==> src/include/tx_state_pkg.sv <==
package tx_state_pkg;

	// register byte offsets
	localparam logic [7:0] OFS_RX_FREE_BUFFER_COUNT_CH3 = 8'h00;
	localparam logic [7:0] OFS_TX_STATE_QUEUE_HEAD = 8'h04;
	localparam logic [7:0] OFS_TX_STATE_PACKET_START = 8'h08;
	localparam logic [7:0] OFS_TX_STATE_CURRENT_DESCRIPTOR = 8'h0c;
	localparam logic [7:0] OFS_TX_STATE_CURRENT_BUFFER_ADDRESS = 8'h10;

	// field layout
	localparam int FREE_BUFFER_TALLY_W = 16;
	localparam int PTR_LSB = 2;
	localparam int PTR_W = 30;
	localparam int IN_PACKET_BIT = 0;
	localparam int EARLY_TRUNCATION_BIT = 1;

	// reset values
	localparam logic [15:0] RST_FREE_BUFFER_TALLY = 16'h0000;
	localparam logic [29:0] RST_PTR = 30'h00000000;
	localparam logic [31:0] RST_BUFFER_ADDRESS = 32'h00000000;

	// least number of queued receive buffers the receive DMA needs
	localparam logic [15:0] RX_MIN_BUFFERS = 16'h0003;

	typedef enum logic {
		PHASE_IDLE,
		PHASE_IN_PACKET
	} tx_phase_t;

endpackage

==> src/rx_free_counter.sv <==
`timescale 1ns/10ps
`default_nettype none

module rx_free_counter #(
	parameter int WIDTH = 16
) (
	// clock, reset, enable
	input wire logic clk_sys,
	input wire logic rst_sync_n,
	input wire logic ce,
	// software increment
	input wire logic add_en,
	input wire logic [WIDTH-1:0] add_value,
	// receive DMA consumed one buffer
	input wire logic take,
	// state
	output logic [WIDTH-1:0] count_reg,
	output logic short_reg
);

	logic [WIDTH-1:0] count_next;
	logic short_next;
	logic [WIDTH-1:0] sum;

	always_comb
	begin
		sum = count_reg;
		if (add_en)
			sum = count_reg + add_value;
		count_next = sum;
		if (take && (sum != '0))
			count_next = sum - WIDTH'(1);
		short_next = (count_next < WIDTH'(tx_state_pkg::RX_MIN_BUFFERS));
	end

	always_ff @(posedge clk_sys or negedge rst_sync_n)
	begin
		if (!rst_sync_n)
		begin
			count_reg <= WIDTH'(tx_state_pkg::RST_FREE_BUFFER_TALLY);
			short_reg <= 1'b1;
		end
		else if (ce)
		begin
			count_reg <= count_next;
			short_reg <= short_next;
		end
	end

endmodule

`default_nettype wire

==> src/usb_dma_tx_state_words.sv <==
// Implementation choices: the address map and the plain strobed port.
`timescale 1ns/10ps
`default_nettype none

// Overview of operation
// - A software write to the receive buffer tally adds to it, never overwrites.
// - The tally reports free receive buffers queued for receive channel 3.
// - Word 0 bits 31..2 hold the high-priority transmit queue head pointer.
// - Words 0 and 1 bit 0 read 1 while a packet is in progress.
// - Word 1 bits 31..2 point to the first descriptor of the current packet.
// - Word 2 bits 31..2 point to the descriptor of the buffer now sent.
// - Word 2 bit 1 sets when truncation happens inside a non-final buffer.
// - Word 3 holds the absolute byte address being fetched in the buffer.
module usb_dma_tx_state_words #(
	parameter int ADDR_W = 8
) (
	// clock, reset, enable
	input wire logic clk_sys,
	input wire logic rstn,
	input wire logic ce,
	// register port
	input wire logic [ADDR_W-1:0] reg_addr,
	input wire logic [31:0] reg_wdata,
	input wire logic reg_wr,
	input wire logic reg_rd,
	output logic [31:0] reg_rdata,
	// receive DMA events
	input wire logic rx_buffer_taken,
	// transmit DMA events
	input wire logic tx_desc_load,
	input wire logic [31:0] tx_desc_addr,
	input wire logic tx_desc_sop,
	input wire logic tx_desc_eop,
	input wire logic [31:0] tx_desc_buf_addr,
	input wire logic tx_fetch_advance,
	input wire logic [15:0] tx_fetch_bytes,
	input wire logic tx_truncate,
	input wire logic tx_buffer_done,
	input wire logic [31:0] tx_next_head,
	// state seen by the DMA
	output logic [15:0] free_buffer_tally,
	output logic rx_buffers_short,
	output logic tx_in_packet,
	output logic tx_early_truncation,
	output logic [31:0] active_buffer_byte_address,
	output logic [31:0] active_descriptor_pointer
);

	function automatic logic [29:0] ptr_of(input logic [31:0] word);
		ptr_of = word[31:2];
	endfunction

	function automatic logic [31:0] word_of(input logic [29:0] ptr,
		input logic bit1, input logic bit0);
		word_of = {ptr, bit1, bit0};
	endfunction

	// reset release synchroniser
	logic rst_meta_reg;
	logic rst_sync_reg;

	always_ff @(posedge clk_sys or negedge rstn)
	begin
		if (!rstn)
		begin
			rst_meta_reg <= 1'b0;
			rst_sync_reg <= 1'b0;
		end
		else
		begin
			rst_meta_reg <= 1'b1;
			rst_sync_reg <= rst_meta_reg;
		end
	end

	// address decode
	logic wr_count;
	logic wr_head;
	logic wr_start;
	logic wr_desc;
	logic wr_buf;

	always_comb
	begin
		wr_count = reg_wr &&
			(reg_addr == ADDR_W'(tx_state_pkg::OFS_RX_FREE_BUFFER_COUNT_CH3));
		wr_head = reg_wr &&
			(reg_addr == ADDR_W'(tx_state_pkg::OFS_TX_STATE_QUEUE_HEAD));
		wr_start = reg_wr &&
			(reg_addr == ADDR_W'(tx_state_pkg::OFS_TX_STATE_PACKET_START));
		wr_desc = reg_wr && (reg_addr ==
			ADDR_W'(tx_state_pkg::OFS_TX_STATE_CURRENT_DESCRIPTOR));
		wr_buf = reg_wr && (reg_addr ==
			ADDR_W'(tx_state_pkg::OFS_TX_STATE_CURRENT_BUFFER_ADDRESS));
	end

	// receive buffer tally
	logic [15:0] tally;
	logic short_flag;

	rx_free_counter #(
		.WIDTH(tx_state_pkg::FREE_BUFFER_TALLY_W)
	) u_rx_free_counter (
		.clk_sys(clk_sys),
		.rst_sync_n(rst_sync_reg),
		.ce(ce),
		.add_en(wr_count),
		.add_value(reg_wdata[15:0]),
		.take(rx_buffer_taken),
		.count_reg(tally),
		.short_reg(short_flag)
	);

	// transmit state
	logic [29:0] head_ptr_reg;
	logic [29:0] head_ptr_next;
	logic [29:0] start_ptr_reg;
	logic [29:0] start_ptr_next;
	logic [29:0] desc_ptr_reg;
	logic [29:0] desc_ptr_next;
	logic [31:0] buf_addr_reg;
	logic [31:0] buf_addr_next;
	logic trunc_reg;
	logic trunc_next;
	logic cur_eop_reg;
	logic cur_eop_next;
	tx_state_pkg::tx_phase_t phase_reg;
	tx_state_pkg::tx_phase_t phase_next;

	// software writes land first, DMA events then override them,
	// so a hardware update in the same cycle is never lost to a software write
	always_comb
	begin
		head_ptr_next = head_ptr_reg;
		start_ptr_next = start_ptr_reg;
		desc_ptr_next = desc_ptr_reg;
		buf_addr_next = buf_addr_reg;
		trunc_next = trunc_reg;
		cur_eop_next = cur_eop_reg;
		phase_next = phase_reg;

		if (wr_head)
		begin
			head_ptr_next = ptr_of(reg_wdata);
			phase_next = reg_wdata[tx_state_pkg::IN_PACKET_BIT] ?
				tx_state_pkg::PHASE_IN_PACKET : tx_state_pkg::PHASE_IDLE;
		end
		if (wr_start)
		begin
			start_ptr_next = ptr_of(reg_wdata);
			phase_next = reg_wdata[tx_state_pkg::IN_PACKET_BIT] ?
				tx_state_pkg::PHASE_IN_PACKET : tx_state_pkg::PHASE_IDLE;
		end
		if (wr_desc)
		begin
			desc_ptr_next = ptr_of(reg_wdata);
			trunc_next = reg_wdata[tx_state_pkg::EARLY_TRUNCATION_BIT];
		end
		if (wr_buf)
			buf_addr_next = reg_wdata;

		if (tx_desc_load)
		begin
			desc_ptr_next = ptr_of(tx_desc_addr);
			buf_addr_next = tx_desc_buf_addr;
			cur_eop_next = tx_desc_eop;
			if (tx_desc_sop)
			begin
				start_ptr_next = ptr_of(tx_desc_addr);
				trunc_next = 1'b0;
				phase_next = tx_state_pkg::PHASE_IN_PACKET;
			end
		end
		else if (tx_fetch_advance)
		begin
			buf_addr_next = buf_addr_reg + {16'h0000, tx_fetch_bytes};
		end

		if (tx_truncate && !cur_eop_next)
			trunc_next = 1'b1;

		case (phase_reg)
			tx_state_pkg::PHASE_IDLE:
			begin
				// a stray completion outside a packet changes nothing
			end
			tx_state_pkg::PHASE_IN_PACKET:
			begin
				if (tx_buffer_done && cur_eop_reg && !tx_desc_load)
				begin
					phase_next = tx_state_pkg::PHASE_IDLE;
					trunc_next = 1'b0;
					head_ptr_next = ptr_of(tx_next_head);
				end
			end
			default:
			begin
				phase_next = tx_state_pkg::PHASE_IDLE;
			end
		endcase
	end

	always_ff @(posedge clk_sys or negedge rst_sync_reg)
	begin
		if (!rst_sync_reg)
		begin
			head_ptr_reg <= tx_state_pkg::RST_PTR;
			start_ptr_reg <= tx_state_pkg::RST_PTR;
			desc_ptr_reg <= tx_state_pkg::RST_PTR;
			buf_addr_reg <= tx_state_pkg::RST_BUFFER_ADDRESS;
			trunc_reg <= 1'b0;
			cur_eop_reg <= 1'b0;
			phase_reg <= tx_state_pkg::PHASE_IDLE;
		end
		else if (ce)
		begin
			head_ptr_reg <= head_ptr_next;
			start_ptr_reg <= start_ptr_next;
			desc_ptr_reg <= desc_ptr_next;
			buf_addr_reg <= buf_addr_next;
			trunc_reg <= trunc_next;
			cur_eop_reg <= cur_eop_next;
			phase_reg <= phase_next;
		end
	end

	// read path and registered outputs
	logic in_pkt;
	logic [31:0] rdata_reg;
	logic [31:0] rdata_next;
	logic [15:0] tally_out_reg;
	logic short_out_reg;
	logic in_pkt_reg;
	logic trunc_out_reg;
	logic [31:0] buf_out_reg;
	logic [31:0] desc_out_reg;

	always_comb
	begin
		in_pkt = (phase_reg == tx_state_pkg::PHASE_IN_PACKET);
		// data stand only in the cycle after the read strobe
		rdata_next = 32'h00000000;
		if (reg_rd)
		begin
			case (reg_addr)
				ADDR_W'(tx_state_pkg::OFS_RX_FREE_BUFFER_COUNT_CH3):
					rdata_next = {16'h0000, tally};
				ADDR_W'(tx_state_pkg::OFS_TX_STATE_QUEUE_HEAD):
					rdata_next = word_of(head_ptr_reg, 1'b0, in_pkt);
				ADDR_W'(tx_state_pkg::OFS_TX_STATE_PACKET_START):
					rdata_next = word_of(start_ptr_reg, 1'b0, in_pkt);
				ADDR_W'(tx_state_pkg::OFS_TX_STATE_CURRENT_DESCRIPTOR):
					rdata_next = word_of(desc_ptr_reg, trunc_reg, 1'b0);
				ADDR_W'(tx_state_pkg::OFS_TX_STATE_CURRENT_BUFFER_ADDRESS):
					rdata_next = buf_addr_reg;
				default:
					rdata_next = 32'h00000000;
			endcase
		end
	end

	always_ff @(posedge clk_sys or negedge rst_sync_reg)
	begin
		if (!rst_sync_reg)
		begin
			rdata_reg <= 32'h00000000;
			tally_out_reg <= tx_state_pkg::RST_FREE_BUFFER_TALLY;
			short_out_reg <= 1'b1;
			in_pkt_reg <= 1'b0;
			trunc_out_reg <= 1'b0;
			buf_out_reg <= tx_state_pkg::RST_BUFFER_ADDRESS;
			desc_out_reg <= 32'h00000000;
		end
		else if (ce)
		begin
			rdata_reg <= rdata_next;
			tally_out_reg <= tally;
			short_out_reg <= short_flag;
			in_pkt_reg <= in_pkt;
			trunc_out_reg <= trunc_reg;
			buf_out_reg <= buf_addr_reg;
			desc_out_reg <= word_of(desc_ptr_reg, 1'b0, 1'b0);
		end
	end

	assign reg_rdata = rdata_reg;
	assign free_buffer_tally = tally_out_reg;
	assign rx_buffers_short = short_out_reg;
	assign tx_in_packet = in_pkt_reg;
	assign tx_early_truncation = trunc_out_reg;
	assign active_buffer_byte_address = buf_out_reg;
	assign active_descriptor_pointer = desc_out_reg;

endmodule

`default_nettype wire

==> config.mk <==
export PLATFORM = sky130hd
export DESIGN_NAME = usb_dma_tx_state_words
export DESIGN_NICKNAME = d
export VERILOG_FILES = /design/src/include/tx_state_pkg.sv /design/src/rx_free_counter.sv /design/src/usb_dma_tx_state_words.sv
export SDC_FILE = /design/constraint.sdc
export NUM_CORES = 1
export LEC_CHECK = 0
export BUFFER_PORTS_ARGS = -buffer_cell sky130_fd_sc_hd__buf_2
export CORE_AREA = 2 2 117 233
export DETAILED_ROUTE_END_ITERATION = 6
export DIE_AREA = 0 0 119 235
export GPL_ROUTABILITY_DRIVEN = 1
export HOLD_SLACK_MARGIN = 0.06
export PLACE_DENSITY_LB_ADDON = 0.12
export REMOVE_ABC_BUFFERS = 1
export SYNTH_ARGS = -nofsm -noshare
export SYNTH_HDL_FRONTEND = slang
export SYNTH_SLANG_ARGS = --single-unit
==> constraint.sdc <==
create_clock -name clk_sys -period 10.75 [get_ports clk_sys]
set_input_delay 1.075 -clock clk_sys [delete_from_list [all_inputs] [get_ports clk_sys]]
set_output_delay 1.075 -clock clk_sys [all_outputs]
set_load 0.02 [all_outputs]
==> results.md <==
- Critical-path top delay cell: a2111oi_1
- Summed area of non-filler cells in the final layout: 0.0169 mm2
- All-Layer GR Usage: 36.2%
- Number of buffers and inverters on the critical path: 1
- Pre-antenna DRT Iters: 7
- # setup viols final: 0
- Library cell appearing most often on the critical path: o21ai_0
- Proportion of synthesized chip area in sequential cells: 44.3%
- Pin count of the biggest net entering global routing: 135
- Synthesized area per cell: 9.50 um2
- Placement-stage cell area: 0.0161 mm2
- Number of slew-limit violations in the final report: 0
- GPL Wtd Cong: 1.03
- Synthesized area: 0.0145 mm2
- Kind of critical path: input port to register
- Final standard cell count with taps included and fillers excluded: 2107
- Final wirelength: 51.4 mm
- Fmax: 205 MHz
- Drt first-iter violations: 1287
- Level count of the clock H-tree: 1
- Share of layout cells above drive strength 1: 25.5%
- Initial antenna violation count: 9
- Std-Cell Core Area: 0.0262 mm2
- Status: finished clean
- Cell types occupying the most area after synthesis: dfrtp_1, mux2_2, a21oi_1
- Total power draw: 3.32 mW
- DIE AREA: 0.0280 mm2
- Clock transition at the registers of the reported paths: 60 ps
- Area overhead of the layout relative to synthesis: 16.4%
- Setup repair after global routing missed its margin: false
- Final cycle utilization of the critical path: 45.3%
- Cell count of the worst reg-to-reg path: 13
- Synth cell types: 82
- Worst hold slack: 313 ps
- Post-DP HPWL: 35.6 mm
- Number of buffers on the longest clock path: 3
- Seq cells post-synth: 257
- Setup repair bufs after CTS: 0
- Crit path DAT: 5320 ps
- TritonCTS clock tree: yes
- Power density relative to cell area: 196 mW/mm2
- Biggest area consumer among synthesized cells: dfrtp_1
- Flip-flop cell with the highest count after synthesis: dfrtp_1
- Number of sinks driven by the clock tree: 257
- CP Data Required Time: 11200 ps
- Post-Syn Instances: 1529
- Total global routing overflow: 0
- CTS Hold Bufs: 0
- Max Fanout on Critical Path: 6
- Number of global-route vias before repair: 13798
- Crit path largest cell delay: 560 ps
- Nets: 1938
- CTS Root Buffer Type: clkbuf_16
- Category of the worst setup path launch point: input port
- Standby leakage power: 7.57 nW
- Final antenna-violating net count: 0
- Residual DRC: 0
- Width of the die: 119 um
- Worst slew pin tran: 1270 ps
- Input/output buffers: 272
- Worst-case vdd ir drop: 0.214 mV
- Family with the most delay on the worst path: compound AO/OA/AOI/OAI gates
- Number of flops mapped to enable cells by yosys: 0
- Number of placement rows: 84
- Worst hold path type: input port to async pin
- Wire length of the first global-routing pass: 77.9 mm
- Count of instances resized after the clock tree is built: 0
- Final total negative setup slack: 0 ps
- Cell depth of the worst setup path: 14
- Starting Density: 55.5%
- Critical path endpoint category: register
- Area share of the largest cell type after synthesis: 43.9%
- Number of top-level design ports: 279
- Via total after detailed routing: 13553
- Clock latency on the worst-skew pair: 540 ps
- Total CTS buffers: 24
- Number of hold violations in the final report: 0
- Die height: 235 um
- Number of maximum-capacitance violations: 0
- Placed Cells: 2057
- Per-cell via count in the routed design: 6.43
- Fraction of registers with async set/reset: 100%
- Final period demand of the worst path: 4870 ps
- Cells along the critical path: buf_2 > ha_1 > fa_1 > a21o_1 > a221oi_2 > o21ai_0 > a2111oi_1 > nor4_1 > nor3_1 > o211ai_1 > nor4b_1 > xor2_1 > o21ai_0 > o32ai_2
- Post-Route Skew: 11.7 ps
- Ys Warns: 0
- Average wire per cell in the routed design: 24.4 um
- Max_slew headroom: 15.3%
## layout make-up
class                           count  area, um2
Sequential cell                   257       6440
Clock buffer                       34        689
Timing Repair Buffer              292       1530
Fill cell                        2276       9260
Antenna cell                        9       22.5
Tap cell                          344        430
Clock inverter                      7       87.6
Inverter                           57        214
Multi-Input combinational cell   1107       7490
## synthesized netlist by cell type, types with 8 or more instances
cell      number
o21ai_0       72
nor3_1        17
xnor2_1       24
nand4_1       10
a21boi_0      20
nor2b_1        8
a221oi_1      16
clkbuf_1      84
o22ai_1       95
a222oi_1      16
dfrtp_1      255
a31oi_1       14
nand2_1       96
a21o_1        16
xor2_1         9
mux2_2        98
o21a_1         8
nand3_1       21
nor2_1       158
nand2b_1       8
inv_1         56
a21oi_1      149
nor3b_1        8
buf_1         14
mux2i_1       64
ha_1          33
and3_1        28
## power breakdown
part	total (mW)	switching, mW	leakage (nW)	internal, mW
sequential	1.35	0.183	3.02	1.17
clock	0.870	0.377	0.381	0.493
combinational	1.10	0.656	4.16	0.445
## cells by family after synthesis
group | synth area share, %
mux | 12.0
compound gates | 21.1
flops | 44.3
xor+xnor | 1.99
fa+ha+maj | 3.12
buf+inv | 4.52
other cells | 0.0517
simple gates | 12.9
## per-stage QoR
step / setup slack, ps / utilization, %
3_3_place_gp: 5430 / 61.6
3_5_place_dp: 5400 / 61.6
4_1_cts: 5930 / 64.5
5_1_grt: 5640 / 64.6
6_report: 5880 / 64.6
2_1_floorplan: 3060 / -
## placed cells by master (no fill, tap or decap), drive strengths merged, types with 4 or more instances in the layout
| cell | netlist | layout |
|---|---|---|
| buf | 25 | 292 |
| dfrtp | 255 | 255 |
| nor2 | 159 | 159 |
| a21oi | 149 | 149 |
| mux2 | 98 | 98 |
| nand2 | 96 | 96 |
| o22ai | 95 | 95 |
| o21ai | 73 | 73 |
| mux2i | 64 | 64 |
| inv | 56 | 56 |
| clkbuf | 84 | 34 |
| ha | 33 | 33 |
| and3 | 28 | 28 |
| xnor2 | 24 | 24 |
| nand3 | 21 | 21 |
| a21boi | 21 | 21 |
| nor3 | 17 | 17 |
| a221oi | 17 | 17 |
| a21o | 16 | 16 |
| a222oi | 16 | 16 |
| a31oi | 14 | 14 |
| nand4 | 10 | 10 |
| diode | 0 | 9 |
| xor2 | 9 | 9 |
| nand2b | 9 | 9 |
| nor4 | 9 | 9 |
| a2111oi | 9 | 9 |
| nor3b | 8 | 8 |
| nor2b | 8 | 8 |
| o21a | 8 | 8 |
| and2 | 7 | 7 |
| or3 | 7 | 7 |
| a211o | 6 | 6 |
| a211oi | 5 | 5 |
| o211ai | 5 | 5 |
| clkinv | 1 | 5 |
| o221ai | 4 | 4 |
## final timing paths
| path | end | slack (ps) | startpoint |
|---|---|---|---|
| worst max-delay path | u_rx_free_counter.short_reg$_DFFE_PN1P_ | 5880 | reg_wdata[0] |
| worst min-delay path | rst_sync_reg$_DFF_PN0_ | 310 | rstn |
| worst max register to register | u_rx_free_counter.short_reg$_DFFE_PN1P_ | 6040 | u_rx_free_counter.count_reg[0]$_DFFE_PN0P_ |
| worst min register to register | rst_sync_reg$_DFF_PN0_ | 360 | rst_meta_reg$_DFF_PN0_ |
| max in group asynchronous | reg_rdata[22]$_DFFE_PN0P_ | 7990 | rst_sync_reg$_DFF_PN0_ |
| min in group clk_sys | rst_sync_reg$_DFF_PN0_ | 360 | rst_meta_reg$_DFF_PN0_ |
## routing by layer
| metal | routed length (um) | track usage (%) | vias to the layer above |
|---|---|---|---|
| li1 | - | - | 6042 |
| met1 | 17100 | 37.8 | 6624 |
| met2 | 26800 | 64.6 | 657 |
| met3 | 2980 | 3.76 | 230 |
| met4 | 4510 | 29.6 | 0 |
| met5 | 0 | 0 | - |
Power figures use the tool's default switching activity.
